--- config.mk ---
export PLATFORM = sky130hd
export DESIGN_NAME = agtz_afe_ctrl
export DESIGN_NICKNAME = d
export VERILOG_FILES = /design/src/inc/agtz_pkg.sv /design/src/rtl/agtz_sync.sv /design/src/rtl/agtz_zc_track.sv /design/src/rtl/agtz_afe_ctrl.sv
export SDC_FILE = /design/constraint.sdc
export NUM_CORES = 1
export LEC_CHECK = 0
export BUFFER_PORTS_ARGS = -buffer_cell sky130_fd_sc_hd__buf_2
export CAP_MARGIN = 20
export CORE_MARGIN = 5
export CORE_UTILIZATION = 45
export DETAILED_ROUTE_END_ITERATION = 12
export PLACE_DENSITY_LB_ADDON = 0.12
export SLEW_MARGIN = 10
export SYNTH_ARGS = -nofsm -noshare
export SYNTH_HDL_FRONTEND = slang
export SYNTH_SLANG_ARGS = --single-unit
--- constraint.sdc ---
create_clock -name pclk -period 10.6 [get_ports pclk]
set_input_delay 0.53 -clock pclk [delete_from_list [all_inputs] [get_ports pclk]]
set_output_delay 0.53 -clock pclk [all_outputs]
set_load 0.1 [all_outputs]
--- src/inc/agtz_pkg.sv ---
// Shared constants for the front-end gain, thermal and zero-cross control
package agtz_pkg;

  // ****************************************************
  // Register map (byte addresses)
  // ****************************************************
  localparam logic [7:0] ADDR_CTRL      = 8'h00;
  localparam logic [7:0] ADDR_RX_GAIN   = 8'h04;
  localparam logic [7:0] ADDR_TX_LEVEL  = 8'h08;
  localparam logic [7:0] ADDR_ZC_DELAY  = 8'h0c;
  localparam logic [7:0] ADDR_STATUS    = 8'h10;
  localparam logic [7:0] ADDR_ZC_PERIOD = 8'h14;

  // ****************************************************
  // Field positions
  // ****************************************************
  localparam int CTRL_AGC_BIT    = 0;
  localparam int CTRL_ZC_DIG_BIT = 1;
  localparam int CTRL_OP_BIT     = 2;
  localparam int TX_APPLIED_LSB  = 8;
  localparam int STAT_ZONE_LSB   = 0;
  localparam int STAT_AMP_BIT    = 3;
  localparam int STAT_LOCK_BIT   = 4;
  localparam int STAT_SHUT_BIT   = 5;
  localparam int STAT_FOLD_BIT   = 6;

  // ****************************************************
  // Values after reset and code limits
  // ****************************************************
  localparam logic [3:0]        RX_GAIN_MIN   = 4'h0;
  localparam logic [3:0]        RX_GAIN_UNITY = 4'h3;
  localparam logic [3:0]        RX_GAIN_MAX   = 4'h8;
  localparam logic [4:0]        TX_LEVEL_MAX  = 5'h1f;
  localparam logic signed [5:0] ATTEN_OFFSET  = 6'sh1f;
  localparam logic [2:0]        ZONE_ONE      = 3'h1;
  localparam logic [2:0]        ZONE_TWO      = 3'h2;
  localparam logic [2:0]        ZONE_THREE    = 3'h3;
  localparam logic [2:0]        ZONE_FOUR     = 3'h4;

  // ****************************************************
  // Timing
  // ****************************************************
  localparam int CLK_MHZ        = 50;
  localparam int AGC_STEP_US    = 20;
  localparam int FOLD_STEP_US   = 10;
  localparam int ZC_LOCK_TOL_US = 100;
  localparam int AGC_STEP_CYC   = AGC_STEP_US * CLK_MHZ;
  localparam int FOLD_STEP_CYC  = FOLD_STEP_US * CLK_MHZ;
  localparam int ZC_LOCK_TOL_CYC = ZC_LOCK_TOL_US * CLK_MHZ;
  localparam int STEP_CNT_W     = 16;
  localparam int ZC_CNT_W       = 21;

endpackage

--- src/rtl/agtz_sync.sv ---
// Two-stage synchroniser for asynchronous pin inputs
`timescale 1ns/1ns
`default_nettype none
module agtz_sync #(
  parameter int W = 1
) (
  input  wire logic         pclk,
  input  wire logic         presetn,
  input  wire logic         clk_en,
  input  wire logic [W-1:0] async_in,
  output logic      [W-1:0] sync_out
);

  typedef struct packed {
    logic [W-1:0] stage1;
    logic [W-1:0] stage2;
  } agtz_sync_type;

  agtz_sync_type st_ff;
  agtz_sync_type nxt_st;

  // ****************************************************
  // Stage one feeds stage two only
  // ****************************************************
  always_comb begin
    nxt_st        = st_ff;
    nxt_st.stage1 = async_in;
    nxt_st.stage2 = st_ff.stage1;
  end

  always_ff @(posedge pclk or negedge presetn) begin
    if (!presetn) begin
      st_ff <= '0;
    end else if (clk_en) begin
      st_ff <= nxt_st;
    end
  end

  assign sync_out = st_ff.stage2;

endmodule
`default_nettype wire

--- src/rtl/agtz_zc_track.sv ---
// Zero-cross period tracker with phase flywheel and delay compensation
`timescale 1ns/1ns
`default_nettype none
module agtz_zc_track
  import agtz_pkg::*;
#(
  parameter int CNT_W   = ZC_CNT_W,
  parameter int TOL_CYC = ZC_LOCK_TOL_CYC
) (
  input  wire logic             pclk,
  input  wire logic             presetn,
  input  wire logic             clk_en,
  input  wire logic             enable,
  input  wire logic             zc_level,
  input  wire logic [15:0]      delay_cyc,
  output logic                  ref_pulse,
  output logic                  locked,
  output logic      [CNT_W-1:0] period
);

  generate
    if (CNT_W < 17 || TOL_CYC < 1) begin : g_bad
      $error("agtz_zc_track: counter too narrow or tolerance zero");
    end
  endgenerate

  typedef struct packed {
    logic             prev;
    logic [CNT_W-1:0] cnt;
    logic [CNT_W-1:0] period;
    logic [CNT_W-1:0] phase;
    logic             locked;
    logic             ref_pulse;
  } agtz_zc_type;

  localparam logic [CNT_W-1:0] TOL   = CNT_W'(TOL_CYC);
  localparam logic [CNT_W-1:0] ONE   = CNT_W'(1);

  agtz_zc_type st_ff;
  agtz_zc_type nxt_st;
  logic        rise;

  // ****************************************************
  // Edge capture, period measure, phase realignment
  // ****************************************************
  always_comb begin
    nxt_st    = st_ff;
    rise      = zc_level && !st_ff.prev;
    nxt_st.prev = zc_level;
    // Saturate so a dead mains input never wraps into a false lock
    if (st_ff.cnt != '1) begin
      nxt_st.cnt = st_ff.cnt + ONE;
    end
    if (!enable) begin
      nxt_st.locked = 1'b0;
      nxt_st.cnt    = '0;
      nxt_st.phase  = '0;
    end else if (rise) begin
      nxt_st.period = st_ff.cnt;
      nxt_st.cnt    = ONE;  // Edge cycle counts toward the next period
      nxt_st.phase  = '0;
      nxt_st.locked = (st_ff.cnt >= st_ff.period)
                      ? (st_ff.cnt - st_ff.period) <= TOL
                      : (st_ff.period - st_ff.cnt) <= TOL;
    end else if (st_ff.phase + ONE >= st_ff.period) begin
      // Flywheel keeps the reference running through a missed edge
      nxt_st.phase = '0;
    end else begin
      nxt_st.phase = st_ff.phase + ONE;
    end
    // Reference fires a programmed delay after the realigned phase
    nxt_st.ref_pulse = enable && st_ff.locked
                       && st_ff.phase == CNT_W'(delay_cyc);
  end

  always_ff @(posedge pclk or negedge presetn) begin
    if (!presetn) begin
      st_ff <= '0;
    end else if (clk_en) begin
      st_ff <= nxt_st;
    end
  end

  assign ref_pulse = st_ff.ref_pulse;
  assign locked    = st_ff.locked;
  assign period    = st_ff.period;

endmodule
`default_nettype wire

--- src/rtl/agtz_afe_ctrl.sv ---
// Front-end control: receive gain loop, transmit level, thermal, zero cross
`timescale 1ns/1ns
`default_nettype none
module agtz_afe_ctrl
  import agtz_pkg::*;
#(
  parameter int AGC_CYC  = AGC_STEP_CYC,
  parameter int FOLD_CYC = FOLD_STEP_CYC
) (
  input  wire logic                pclk,
  input  wire logic                presetn,
  input  wire logic                clk_en,
  input  wire logic                psel,
  input  wire logic                penable,
  input  wire logic                pwrite,
  input  wire logic [7:0]          paddr,
  input  wire logic [31:0]         pwdata,
  output logic      [31:0]         prdata,
  output logic                     pready,
  output logic                     pslverr,
  input  wire logic                adc_over_range,
  input  wire logic                adc_under_range,
  input  wire logic                current_sense_pin,
  input  wire logic                temp_threshold_one,
  input  wire logic                temp_threshold_two,
  input  wire logic                temp_threshold_three,
  input  wire logic                temp_threshold_four,
  input  wire logic                zero_cross_analog_input,
  input  wire logic                zero_cross_digital_input,
  output logic      [3:0]          rx_gain_code,
  output logic      [4:0]          tx_level,
  output logic signed [5:0]        tx_atten_db,
  output logic                     amp_enable,
  output logic      [2:0]          temp_zone,
  output logic                     zc_ref_pulse,
  output logic                     zc_locked,
  output logic                     protocol_core_clock
);

  generate
    if (AGC_CYC < 1 || AGC_CYC >= (1 << STEP_CNT_W) ||
        FOLD_CYC < 1 || FOLD_CYC >= (1 << STEP_CNT_W)) begin : g_bad
      $error("agtz_afe_ctrl: step period outside counter range");
    end
  endgenerate

  typedef struct packed {
    logic                  agc_en;
    logic                  zc_dig;
    logic                  op_mode;
    logic [3:0]            rx_gain;
    logic [4:0]            tx_set;
    logic [4:0]            tx_lvl;
    logic signed [5:0]     atten;
    logic [15:0]           zc_delay;
    logic                  amp_en;
    logic [2:0]            zone;
    logic [STEP_CNT_W-1:0] agc_cnt;
    logic [STEP_CNT_W-1:0] fold_cnt;
    logic                  fold_act;
    logic                  proto_clk;
    logic [31:0]           rdata;
  } agtz_state_type;

  agtz_state_type        st_ff;
  agtz_state_type        nxt_st;
  logic [8:0]            s_pins;
  logic                  s_over;
  logic                  s_under;
  logic                  s_cur;
  logic                  s_t1;
  logic                  s_t2;
  logic                  s_t3;
  logic                  s_t4;
  logic                  s_zca;
  logic                  s_zcd;
  logic                  zc_sel;
  logic                  agc_tick;
  logic                  fold_tick;
  logic                  wr_en;
  logic                  rd_setup;
  logic [ZC_CNT_W-1:0]   zc_period;

  // Decoded address check for the error answer; read data decodes the address in its own case
  function automatic logic addr_ok(input logic [7:0] a);
    addr_ok = (a == ADDR_CTRL)     || (a == ADDR_RX_GAIN) ||
              (a == ADDR_TX_LEVEL) || (a == ADDR_ZC_DELAY) ||
              (a == ADDR_STATUS)   || (a == ADDR_ZC_PERIOD);
  endfunction

  // ****************************************************
  // Pin synchronisers and zero-cross tracker
  // ****************************************************
  agtz_sync #(.W(9)) u_sync (
    .pclk     (pclk),
    .presetn  (presetn),
    .clk_en   (clk_en),
    .async_in ({zero_cross_digital_input, zero_cross_analog_input,
                temp_threshold_four, temp_threshold_three,
                temp_threshold_two, temp_threshold_one,
                current_sense_pin, adc_under_range, adc_over_range}),
    .sync_out (s_pins)
  );

  assign {s_zcd, s_zca, s_t4, s_t3, s_t2, s_t1, s_cur, s_under, s_over}
         = s_pins;

  // Source select; the digital wave must be a clean square wave
  assign zc_sel = st_ff.zc_dig ? s_zcd : s_zca;

  agtz_zc_track u_zc (
    .pclk      (pclk),
    .presetn   (presetn),
    .clk_en    (clk_en),
    .enable    (st_ff.op_mode),
    .zc_level  (zc_sel),
    .delay_cyc (st_ff.zc_delay),
    .ref_pulse (zc_ref_pulse),
    .locked    (zc_locked),
    .period    (zc_period)
  );

  // ****************************************************
  // Bus handshake: zero wait states, stalled by clock enable
  // ****************************************************
  assign pready   = clk_en;
  assign wr_en    = psel && penable && pwrite && clk_en;
  assign rd_setup = psel && !penable;
  assign pslverr  = psel && penable && !addr_ok(paddr);
  assign prdata   = st_ff.rdata;

  assign agc_tick  = (st_ff.agc_cnt == '0);
  assign fold_tick = (st_ff.fold_cnt == '0);

  // ****************************************************
  // Next-state logic
  // ****************************************************
  always_comb begin
    nxt_st = st_ff;
    // Step timers
    nxt_st.agc_cnt  = agc_tick ? STEP_CNT_W'(AGC_CYC - 1)
                               : st_ff.agc_cnt - 1'b1;
    nxt_st.fold_cnt = fold_tick ? STEP_CNT_W'(FOLD_CYC - 1)
                                : st_ff.fold_cnt - 1'b1;
    // Gain loop; overload takes priority so the converter never clips
    if (st_ff.agc_en && agc_tick) begin
      if (s_over && st_ff.rx_gain != RX_GAIN_MIN) begin
        nxt_st.rx_gain = st_ff.rx_gain - 1'b1;
      end else if (!s_over && s_under && st_ff.rx_gain != RX_GAIN_MAX) begin
        nxt_st.rx_gain = st_ff.rx_gain + 1'b1;
      end
    end
    // Foldback holds until software reloads the setpoint
    nxt_st.fold_act = s_cur;
    if (fold_tick && s_cur && st_ff.tx_lvl != '0) begin
      nxt_st.tx_lvl = st_ff.tx_lvl - 1'b1;
    end
    // Thermal shutdown with hysteresis
    if (s_t4) begin
      nxt_st.amp_en = 1'b0;
    end else if (!st_ff.amp_en && !s_t3) begin
      nxt_st.amp_en = 1'b1;
    end
    // Thermometer zones
    if (s_t3) begin
      nxt_st.zone = ZONE_FOUR;
    end else if (s_t2) begin
      nxt_st.zone = ZONE_THREE;
    end else if (s_t1) begin
      nxt_st.zone = ZONE_TWO;
    end else begin
      nxt_st.zone = ZONE_ONE;
    end
    // Protocol clock is the core clock halved
    nxt_st.proto_clk = !st_ff.proto_clk;
    // Host writes win over the loops in the same cycle
    if (wr_en) begin
      case (paddr)
        ADDR_CTRL: begin
          nxt_st.agc_en  = pwdata[CTRL_AGC_BIT];
          nxt_st.zc_dig  = pwdata[CTRL_ZC_DIG_BIT];
          nxt_st.op_mode = pwdata[CTRL_OP_BIT];
        end
        ADDR_RX_GAIN: begin
          nxt_st.rx_gain = (pwdata[31:0] > 32'(RX_GAIN_MAX)) ? RX_GAIN_MAX
                                                            : pwdata[3:0];
        end
        ADDR_TX_LEVEL: begin
          nxt_st.tx_set = pwdata[4:0];
          nxt_st.tx_lvl = pwdata[4:0];
        end
        ADDR_ZC_DELAY: begin
          nxt_st.zc_delay = pwdata[15:0];
        end
        default: begin
          nxt_st.zc_delay = st_ff.zc_delay;
        end
      endcase
    end
    // Attenuation follows the level it will be applied with
    nxt_st.atten = $signed({1'b0, nxt_st.tx_lvl}) - ATTEN_OFFSET;
    // Read data captured in the setup phase
    if (rd_setup) begin
      nxt_st.rdata = '0;
      case (paddr)
        ADDR_CTRL: begin
          nxt_st.rdata[CTRL_AGC_BIT]    = st_ff.agc_en;
          nxt_st.rdata[CTRL_ZC_DIG_BIT] = st_ff.zc_dig;
          nxt_st.rdata[CTRL_OP_BIT]     = st_ff.op_mode;
        end
        ADDR_RX_GAIN: nxt_st.rdata[3:0] = st_ff.rx_gain;
        ADDR_TX_LEVEL: begin
          nxt_st.rdata[4:0] = st_ff.tx_set;
          nxt_st.rdata[TX_APPLIED_LSB +: 5] = st_ff.tx_lvl;
        end
        ADDR_ZC_DELAY: nxt_st.rdata[15:0] = st_ff.zc_delay;
        ADDR_STATUS: begin
          nxt_st.rdata[STAT_ZONE_LSB +: 3] = st_ff.zone;
          nxt_st.rdata[STAT_AMP_BIT]       = st_ff.amp_en;
          nxt_st.rdata[STAT_LOCK_BIT]      = zc_locked;
          nxt_st.rdata[STAT_SHUT_BIT]      = !st_ff.amp_en;
          nxt_st.rdata[STAT_FOLD_BIT]      = st_ff.fold_act;
        end
        ADDR_ZC_PERIOD: nxt_st.rdata[ZC_CNT_W-1:0] = zc_period;
        default: nxt_st.rdata = '0;
      endcase
    end
  end

  // ****************************************************
  // State register, frozen while clock enable is low
  // ****************************************************
  always_ff @(posedge pclk or negedge presetn) begin
    if (!presetn) begin
      st_ff         <= '0;
      st_ff.agc_en  <= 1'b1;
      st_ff.rx_gain <= RX_GAIN_UNITY;
      st_ff.tx_set  <= TX_LEVEL_MAX;
      st_ff.tx_lvl  <= TX_LEVEL_MAX;
      st_ff.amp_en  <= 1'b1;
      st_ff.zone    <= ZONE_ONE;
    end else if (clk_en) begin
      st_ff <= nxt_st;
    end
  end

  assign rx_gain_code        = st_ff.rx_gain;
  assign tx_level            = st_ff.tx_lvl;
  assign tx_atten_db         = st_ff.atten;
  assign amp_enable          = st_ff.amp_en;
  assign temp_zone           = st_ff.zone;
  assign protocol_core_clock = st_ff.proto_clk;
endmodule
`default_nettype wire

==> results of run 1 <==
==> metrics by stage <==
stage,utilization (%),setup WS [ns]
6_report,49.24,6.400
2_1_floorplan,-,6.288
3_3_place_gp,46.84,6.564
5_1_grt,49.24,6.045
3_5_place_dp,46.84,6.425
4_1_cts,49.22,6.408
==> final cells by class <==
| type | count | area (µm²) |
|---|---|---|
| fillers | 2480 | 13190 |
| repair buffers | 104 | 541.8 |
| flip-flops and latches | 182 | 4573 |
| well taps | 335 | 419.2 |
| clock inverters | 13 | 163.9 |
| inverters | 82 | 307.8 |
| multi-input cells | 926 | 6336 |
| clock buffers | 19 | 454.2 |
==> final timing paths <==
kind / from / end / slack [ns] / cells past startpoint
min: presetn / u_zc.locked / 0.11 / 1
max reg2reg: u_zc.st_ff[9] / u_zc.st_ff[21] / 6.40 / 18
max in group asynchronous: presetn / u_zc.st_ff[51] / 8.56 / 3
min in group pclk: current_sense_pin / u_sync.nxt_st[2] / 0.31 / 2
min reg2reg: u_sync.sync_out[6] / amp_enable / 0.42 / 1
max: u_zc.st_ff[9] / u_zc.st_ff[21] / 6.40 / 18
==> power groups by stage <==
stage               Clock [mW]  Sequential [mW]  Combinational, mW
floorplan                    0            0.873              0.392
global placement             0            0.881              0.461
detailed placement           0            0.882              0.465
CTS                      0.674            0.870              0.466
global route             0.702            0.881              0.497
finish                   0.661            0.871              0.462
==> sequential cells by signal, indices dropped and copies added, names as in the netlist, 4 cells and up <==
signal / flops
prdata: 21
rx_gain_code: 4
st_ff: 57
tx_atten_db: 6
tx_level: 5
u_sync.nxt_st: 9
u_sync.sync_out: 9
u_zc.period: 21
u_zc.st_ff: 43
==> Yosys cell counts, types with 26 or more instances <==
cell type  count  area [µm²]
a21o_1        26       195.2
a21oi_1       58       290.3
buf_4         51       382.9
clkbuf_1      27       101.4
dfrtp_1      167        4179
ha_1          70       875.8
inv_1         82       307.8
mux2_2        44       495.5
nand2_1      120       450.4
nand3_1       38       190.2
nor2_1        89       334.1
nor3_1        30       150.1
o21ai_0       83       415.4
xnor2_1       78       683.2
==> metal layers <==
layer / GRT usage [%] / wire length, µm / part of all wire [%] / vias up
met1: 28.83 / 14140 / 47 / 4520
met5: 0 / 0 / 0 / -
met4: 4.067 / 464 / 1.5 / 0
met2: 32.97 / 14650 / 48 / 203
met3: 3.521 / 1141 / 3.8 / 32
li1: - / - / - / 4530
==> critical path: cells and delay by family (launching register included) <==
kind | cells | cell delay [ns]
simple gates | 10 | 2.01
compound gates | 4 | 1.08
flops | 1 | 0.42
fa+ha+maj | 1 | 0.30
buf+inv | 2 | 0.18
xor+xnor | 1 | 0.08
==> cell families (layout without fill, tap and decap cells) <==
group           count (synthesis)  count (layout)  synth area share (%)
compound gates                267             267                 15.22
mux                            58              58                 5.363
fa+ha+maj                      70              70                 7.389
other cells                     1              11               0.03164
simple gates                  422             422                 17.85
xor+xnor                       98              98                 7.242
buf+inv                       179             218                 8.318
flops                         182             182                 38.58
==> results.cfg, run 1 <==
[outcome]
outcome = completed

[detailed_routing]
drcViolationCount = 0
viasPerCell = 5.590
vias = 9285
dr.pass1.iters = 5
routed_wl_um = 30400
drtIter0Drc = 662
postRouteAntennaNets = 0
wl_per_cell_um = 18.30

[finish]
layout-drive-gt1-share_pct = 16.89
nNetsFinal = 1438
syn2layout_area_growth_pct = 7.959
final_area_mm2 = 0.01280
n_antenna_cell = 0
stdcell_count = 1661
mostFrequentLayoutCells = dfrtp_1, nand2_1, buf_2
mostFrequentLayoutCell = dfrtp_1

[timing]
finalSetupTns_ns = 0
finalCriticalPeriod_ns = 4.200
holdWs_ns = 0.1061
worst_pin_slew_ns = 0.9322
period_share_pct = 39.63
rsz0062_at_grt = no
final_max_slew_viol_count = 0
finClkSkew_ns = 0.01975
fmax_mhz = 238.1
setup_viol = 0
slew_headroom_pct = 37.86
hold_viol = 0

[setup_path]
startpoint_type = flip-flop
worstPathArrival_ns = 4.53
crit_chain = inv_1 > nor3_1 > and4_1 > and2_1 > nand3_1 > inv_1 > and3_1 > xor2_1 > ha_1 > nand4_1 > nor3_1 > nand3_1 > nand2_1 > nor3_1 > o21ai_0 > a21o_1 > o21ai_0 > a21o_1
slowest_delay_ns = 0.49
critPathKind = flip-flop to flip-flop
required_ns = 10.93
slowest_stage = a21o_1
worst_path_most_repeated_cell = nor3_1
endpoint_kind = flip-flop
critPathMaxFanout = 19

[clock_network]
cts.repair.resized = 0
path_clk_slew_ns = 0.08
clk_latency_ns = 0.43
htree_num_levels = 4
post_cts_buffers = 0
clock_path_buffers = 2
cts.sinks = 182
cts_hold_buf = 0
cts_root_buf = clkbuf_16
cts_tree = built
cts_made_buffers = 17

[die]
die_x_um = 172.3
rows = 59
ios = 111
dieArea_mm2 = 0.02969
core_mm2 = 0.02598
die_y_um = 172.3
start_util_pct = 45.61

[power]
finalPower_mw = 1.994
powerDensity_mw_per_mm2 = 155.8
p_int_mw = 1.242
p_sw_share_pct = 37.70
irDropWorstVdd_uv = 161.5
pwr-share-clk_pct = 33.1
p_seq_share_pct = 43.7
power_leakage_nw = 5.865
power_switching_uw = 751.6
p_comb_share_pct = 23.2

[placed_design]
hpwl_um = 23250
io_buffers = 99
placed_area_mm2 = 0.01217
place.gp.congestion = 0.8756
dp_cells = 1628

[hold_path]
hold_class = primary input to asynchronous set/reset pin

[global_route]
grt_use_total_pct = 20.32
gr-total-overflow = 0
antenna_found_initial = 0
grt_pass1_vias = 8769
grt_max_degree = 73
grt_pass1_wl_um = 47790

[logic_synthesis]
synth-seq-cells = 182
postSynthAreaPerCell_um2 = 9.282
synthCells = 1277
ys_seq_area_share_pct = 38.58
yosysWarnings = 0
synthArstFlopShare_pct = 100.0
ys_types = 84
synth_flop_cell = dfrtp_1
synth.cell_area_mm2 = 0.01185
synth_edf_count = 0

[run]
drv_cap = 0
Note: power is estimated with default switching activity, not from simulation.
==> inputs of run 2 (changes only) <==
clock period = 3.4 ns   (was 10.6 ns; I/O delays follow)
==> run 2 against run 1 <==
First-iteration DRC count is 2.0% higher. Via count grew 3.1%. Total power grew to 3.2 times the previous value. Wire length is 3.3% higher. Worst hold slack worse by 0.085 ns. Critical path type unchanged.
==> results.cfg, run 2 (synthesis results as in run 1) <==
[placed_design]
pre_cts_ws_ns = -0.2594
hpwl_um = 23890
io_buffers = 99
placed_area_mm2 = 0.01259
place.gp.congestion = 0.8681

[timing]
fmax_mhz = 302.9
period_share_pct = 97.10
final_max_slew_viol_count = 0
finalCriticalPeriod_ns = 3.301
hold_viol = 0
slew_headroom_pct = 32.90
worst_pin_slew_ns = 1.007
setup_viol = 0
setup_slack_ns = 0.09852
rsz0062_at_grt = yes
finClkSkew_ns = 0.01353

[detailed_routing]
viasPerCell = 5.512
dr.pass1.iters = 5
drcViolationCount = 0
drtIter0Drc = 675
wl_per_cell_um = 18.07
routed_wl_um = 31390
postRouteAntennaNets = 0
vias = 9574

[setup_path]
crit_chain = inv_2 > nor3_4 > and4_1 > and2_4 > nand3_4 > inv_2 > and3_4 > xor2_2 > ha_1 > a21o_1 > a21o_1 > a2111oi_4 > o21ai_2 > a21o_4 > buf_6 > o21a_1 > o22ai_2
startpoint_type = flip-flop
slowest_stage = dfrtp_1
endpoint_kind = flip-flop
critPathTopFamily = compound AO/OA/AOI/OAI gates
worstPathArrival_ns = 3.66
critPathMaxFanout = 6
required_ns = 3.76
slowest_delay_ns = 0.36
critPathKind = flip-flop to flip-flop
path_buf_inv = 3

[global_route]
antenna_found_initial = 0
grt_pass1_vias = 9207
gr-total-overflow = 0
grt_pass1_wl_um = 49350
grt_use_total_pct = 21.02
grt_max_degree = 110

[hold_path]
hold_class = primary input to flip-flop

[finish]
top_regs = st_ff x57, u_zc.st_ff x43
regMostFlops = st_ff
n_antenna_cell = 0
mostFrequentLayoutCell = dfrtp_1
syn2layout_area_growth_pct = 15.18
largest_register_ffs = 57
layout-drive-gt1-share_pct = 21.75
final_area_mm2 = 0.01365
mostFrequentLayoutCells = dfrtp_1, nand2_1, buf_2
nNetsFinal = 1514

[die]
dieArea_mm2 = 0.02969
die_y_um = 172.3
ios = 111
core_mm2 = 0.02598
die_x_um = 172.3
rows = 59
start_util_pct = 45.61

[power]
irDropWorstVdd_uv = 375.0
p_sw_share_pct = 36.80
power_leakage_nw = 6.322
pwr-share-clk_pct = 33.5
p_int_mw = 3.984
p_seq_share_pct = 43.1
p_comb_share_pct = 23.4
powerDensity_mw_per_mm2 = 461.7
finalPower_mw = 6.303
power_switching_mw = 2.320

[clock_network]
clock_path_buffers = 2
htree_num_levels = 4
path_clk_slew_ns = 0.08
cts_root_buf = clkbuf_16
clk_latency_ns = 0.44
cts_made_buffers = 17
cts.sinks = 182
cts_tree = built

[run]
drv_cap = 0

[outcome]
outcome = completed
run 2: cell types whose count changed in the layout (fill, tap and decap cells not counted), moves of 3 or more:
cell	delta
dlygate4sd3_1	+23
inv_2	+4
and3_1	-3
o21ai_0	-5
nor3_2	+4
o21ai_1	+3
buf_4	+48
buf_6	+3
inv_1	-4
nor3_1	-6
run 2: tightest hold or removal path: stages:
cell	delay [ns]
buf_2	0.14
nand2_1	0.10
nand2_1	0.05
run 2: per-stage QoR:
stage / utilization, % / instances / hold WS (ns) / setup TNS [ns]
3_3_place_gp: 48.46 / 1679 / 0.3329 / -1.401
6_report: 52.54 / 1737 / 0.02064 / 0
4_1_cts: 51.91 / 1735 / 0.009332 / 0
2_1_floorplan: - / 1287 / -0.1256 / -0.009453
5_1_grt: 52.54 / 1737 / 0.03328 / -1.936
3_5_place_dp: 48.46 / 1679 / 0.3306 / -2.200
run 2: cell type report:
class	count	area, µm²
fill	2455	12330
multi-input combinational	926	6511
sequential	182	4573
timing repair buffer	180	1206
clock buffer	17	425.4
tap	335	419.2
inverter	82	307.8
clock inverter	15	209.0
run 2: worst paths after layout:
path	startpoint	to	slack (ns)	cells past startpoint
worst min register to register	u_sync.sync_out[6]	amp_enable	0.41	1
min in group asynchronous	presetn	u_zc.locked	0.32	2
max in group asynchronous	presetn	u_zc.st_ff[9]	2.17	3
worst max register to register	u_zc.st_ff[10]	u_zc.st_ff[14]	0.1	17
worst max-delay path	u_zc.st_ff[10]	u_zc.st_ff[14]	0.1	17
worst min-delay path	pwdata[0]	st_ff[97]	0.02	3
run 2: power groups by stage:
| stage | registers, mW | logic, mW | clock network [mW] |
|---|---|---|---|
| 5_1_grt | 2.75 | 1.59 | 2.25 |
| 4_1_cts | 2.71 | 1.48 | 2.16 |
| 6_report | 2.72 | 1.47 | 2.11 |
| 3_5_place_dp | 2.75 | 1.46 | 0 |
| 3_3_place_gp | 2.74 | 1.44 | 0 |
| 2_1_floorplan | 2.72 | 1.22 | 0 |
run 2: layer usage:
metal	share of wire, %	GRT usage (%)
met5	0	0
met4	2.2	6.323
met3	3.7	3.201
met2	49	34.61
met1	45	28.77
run 2: timing repair:
item / 4_1_cts / 5_1_grt
hold endpoints to repair: 113 / 0
endpoints found under the setup margin: 20 / 21
buffers inserted: 1 / 1
resized for setup: 6 / 34
cloned: 0 / 1
hold buffers: 23 / 0
pin swaps: 3 / 14
==> inputs of run 3 (changes only) <==
--- a/config.mk
+++ b/config.mk
@@ -9,3 +9,3 @@
 export CAP_MARGIN = 20
-export CORE_MARGIN = 5
+export CORE_MARGIN = 2
 export CORE_UTILIZATION = 45
--- a/constraint.sdc
+++ b/constraint.sdc
@@ -3,2 +3,2 @@
 set_output_delay 0.17 -clock pclk [all_outputs]
-set_load 0.1 [all_outputs]
+set_load 0.01 [all_outputs]
==> run 3 against run 2 <==
Total power shrank 10%. Design area fell by 0.18%. Cell count increased by 0.58%. Worst hold slack improved by 0.020 ns. First-iteration DRC count rose by 13%. Global-route usage up 1.4 points. Clock skew rose by 0.0050 ns. Wire length shrank 0.31%. Non-clock buffer count up 10. Register-to-register slack lost 0.06 ns. Combinational power is 39% lower. Critical path type unchanged. Critical endpoint is now u_zc.st_ff[5].
==> results.cfg, run 3 (synthesis results as in run 1) <==
[outcome]
outcome = completed

[setup_path]
critPathMaxFanout = 6
critPathKind = flip-flop to flip-flop
endpoint_kind = flip-flop
rr_endpoint = u_zc.st_ff[5]
r2r_slack_ns = 0.04
worstPathArrival_ns = 3.66
startpoint_type = flip-flop
crit_start = u_zc.st_ff[10]
r2r_start = u_zc.st_ff[10]
required_ns = 3.70
r2r_cells = 19

[die]
rows = 59
dieArea_mm2 = 0.02765
ios = 111
die_x_um = 166.3
core_mm2 = 0.02598
start_util_pct = 45.61
die_y_um = 166.3

[hold_path]
min_to = st_ff[99]
hold_class = primary input to flip-flop
worstHoldStart = pwdata[2]
hold_depth = 3

[clock_network]
cts_root_buf = clkbuf_16
htree_num_levels = 4
clock_path_buffers = 2
path_clk_slew_ns = 0.09
clk_latency_ns = 0.45
cts_made_buffers = 17
cts.sinks = 182
cts_tree = built

[timing]
setup_viol = 0
finClkSkew_ns = 0.01850
rsz0062_at_grt = yes
worst_pin_slew_ns = 1.075
hold_viol = 0
finalCriticalPeriod_ns = 3.359
setup_slack_ns = 0.04140
slew_headroom_pct = 28.04
finalSetupTns_ns = 0
final_max_slew_viol_count = 0
fmax_mhz = 297.7
period_share_pct = 98.78

[finish]
top_regs = st_ff x57, u_zc.st_ff x43
largest_register_ffs = 57
syn2layout_area_growth_pct = 14.97
regMostFlops = st_ff
mostFrequentLayoutCells = dfrtp_1, nand2_1, buf_2
mostFrequentLayoutCell = dfrtp_1
fin_util_pct = 52.44
n_antenna_cell = 0
layout-drive-gt1-share_pct = 21.74
nNetsFinal = 1524
stdcell_count = 1747

[power]
irDropWorstVdd_uv = 301.1
finalPower_mw = 5.674
powerDensity_mw_per_mm2 = 416.4
power_leakage_nw = 6.337

[detailed_routing]
vias = 9613
dr.pass1.iters = 5
viasPerCell = 5.503
wl_per_cell_um = 17.91
drcViolationCount = 0
routed_wl_um = 31290
postRouteAntennaNets = 0
drtIter0Drc = 761

[placed_design]
io_buffers = 99
place.gp.congestion = 0.8606
pre_cts_ws_ns = -0.2869
dp_cells = 1677
hpwl_um = 23440

[global_route]
grt_pass1_wl_um = 49810
gr-total-overflow = 0
grt_max_degree = 108
antenna_found_initial = 0
grt_use_total_pct = 22.40
grt_pass1_vias = 9342

[run]
drv_cap = 0
## run 3: changes by cell type in the layout (fill, tap and decap cells not counted), sizes merged
| cell | change |
|---|---|
| buf | +8 |
| dlygate4sd3 | +2 |
| bufinv | -1 |
| clkbuf | +1 |
## run 3: final cells by class
class                           count  area [µm²]
Clock buffer                       18       429.2
Clock inverter                     14       183.9
Fill cell                        2466       12360
Inverter                           82       307.8
Multi-Input combinational cell    926        6456
Sequential cell                   182        4573
Tap cell                          335       419.2
Timing Repair Buffer              190        1257
## run 3: timing repair
item,in CTS,in global routing
hold buffers,25,0
buffers inserted,3,9
pin swaps,2,19
cloned,0,1
endpoints found under the setup margin,19,22
resized for setup,7,28
endpoints found under the hold margin,125,0
## run 3: metrics by stage
stage	hold slack, ns	cell area, µm²
after global placement	0.3417	12550
after global routing	0.03588	13630
after floorplan	-0.1256	11910
final	0.04031	13630
after CTS	0.02135	13460
after detailed placement	0.3455	12550
## run 3: metal layers
metal | global-route usage [%] | vias up | routed length [µm]
met2 | 36.89 | 195 | 14960
met5 | 0 | - | 0
li1 | - | 4698 | -
met1 | 31.11 | 4682 | 14690
met3 | 2.526 | 38 | 989
met4 | 6.934 | 0 | 660
## run 3: worst max-delay path by stage
stage | to | slack (ns) | depth (start not counted)
final | u_zc.st_ff[5] | 0.04 | 19
after global routing | u_zc.st_ff[18] | -0.15 | 19
after CTS | u_zc.st_ff[4] | 0.03 | 17
after detailed placement | u_zc.st_ff[21] | -0.29 | 16
after global placement | u_zc.st_ff[21] | -0.22 | 16
after floorplan | u_zc.st_ff[14] | 0.009 | 18
## run 3: critical path: stages, from the launching register on
cell and delay, ns:
dfrtp_1 0.39, inv_2 0.07, nor3_4 0.16, and4_1 0.22, and2_4 0.17, nand3_4 0.07
buf_4 0.16, nor3_2 0.16, xnor2_1 0.12, ha_1 0.32, nand4_1 0.15, nor3_2 0.24
nand3_1 0.12, nand2_1 0.08, nor3_1 0.05, o21ai_1 0.17, a21o_1 0.21, buf_4 0.20
nand2b_1 0.10, o21ai_0 0.08
## run 3: power by group
group | internal (mW) | switching (mW) | leakage (nW)
Sequential | 2.43 | 0.280 | 2.24
Combinational | 0.415 | 0.489 | 3.80
Clock | 1.06 | 0.994 | 0.296
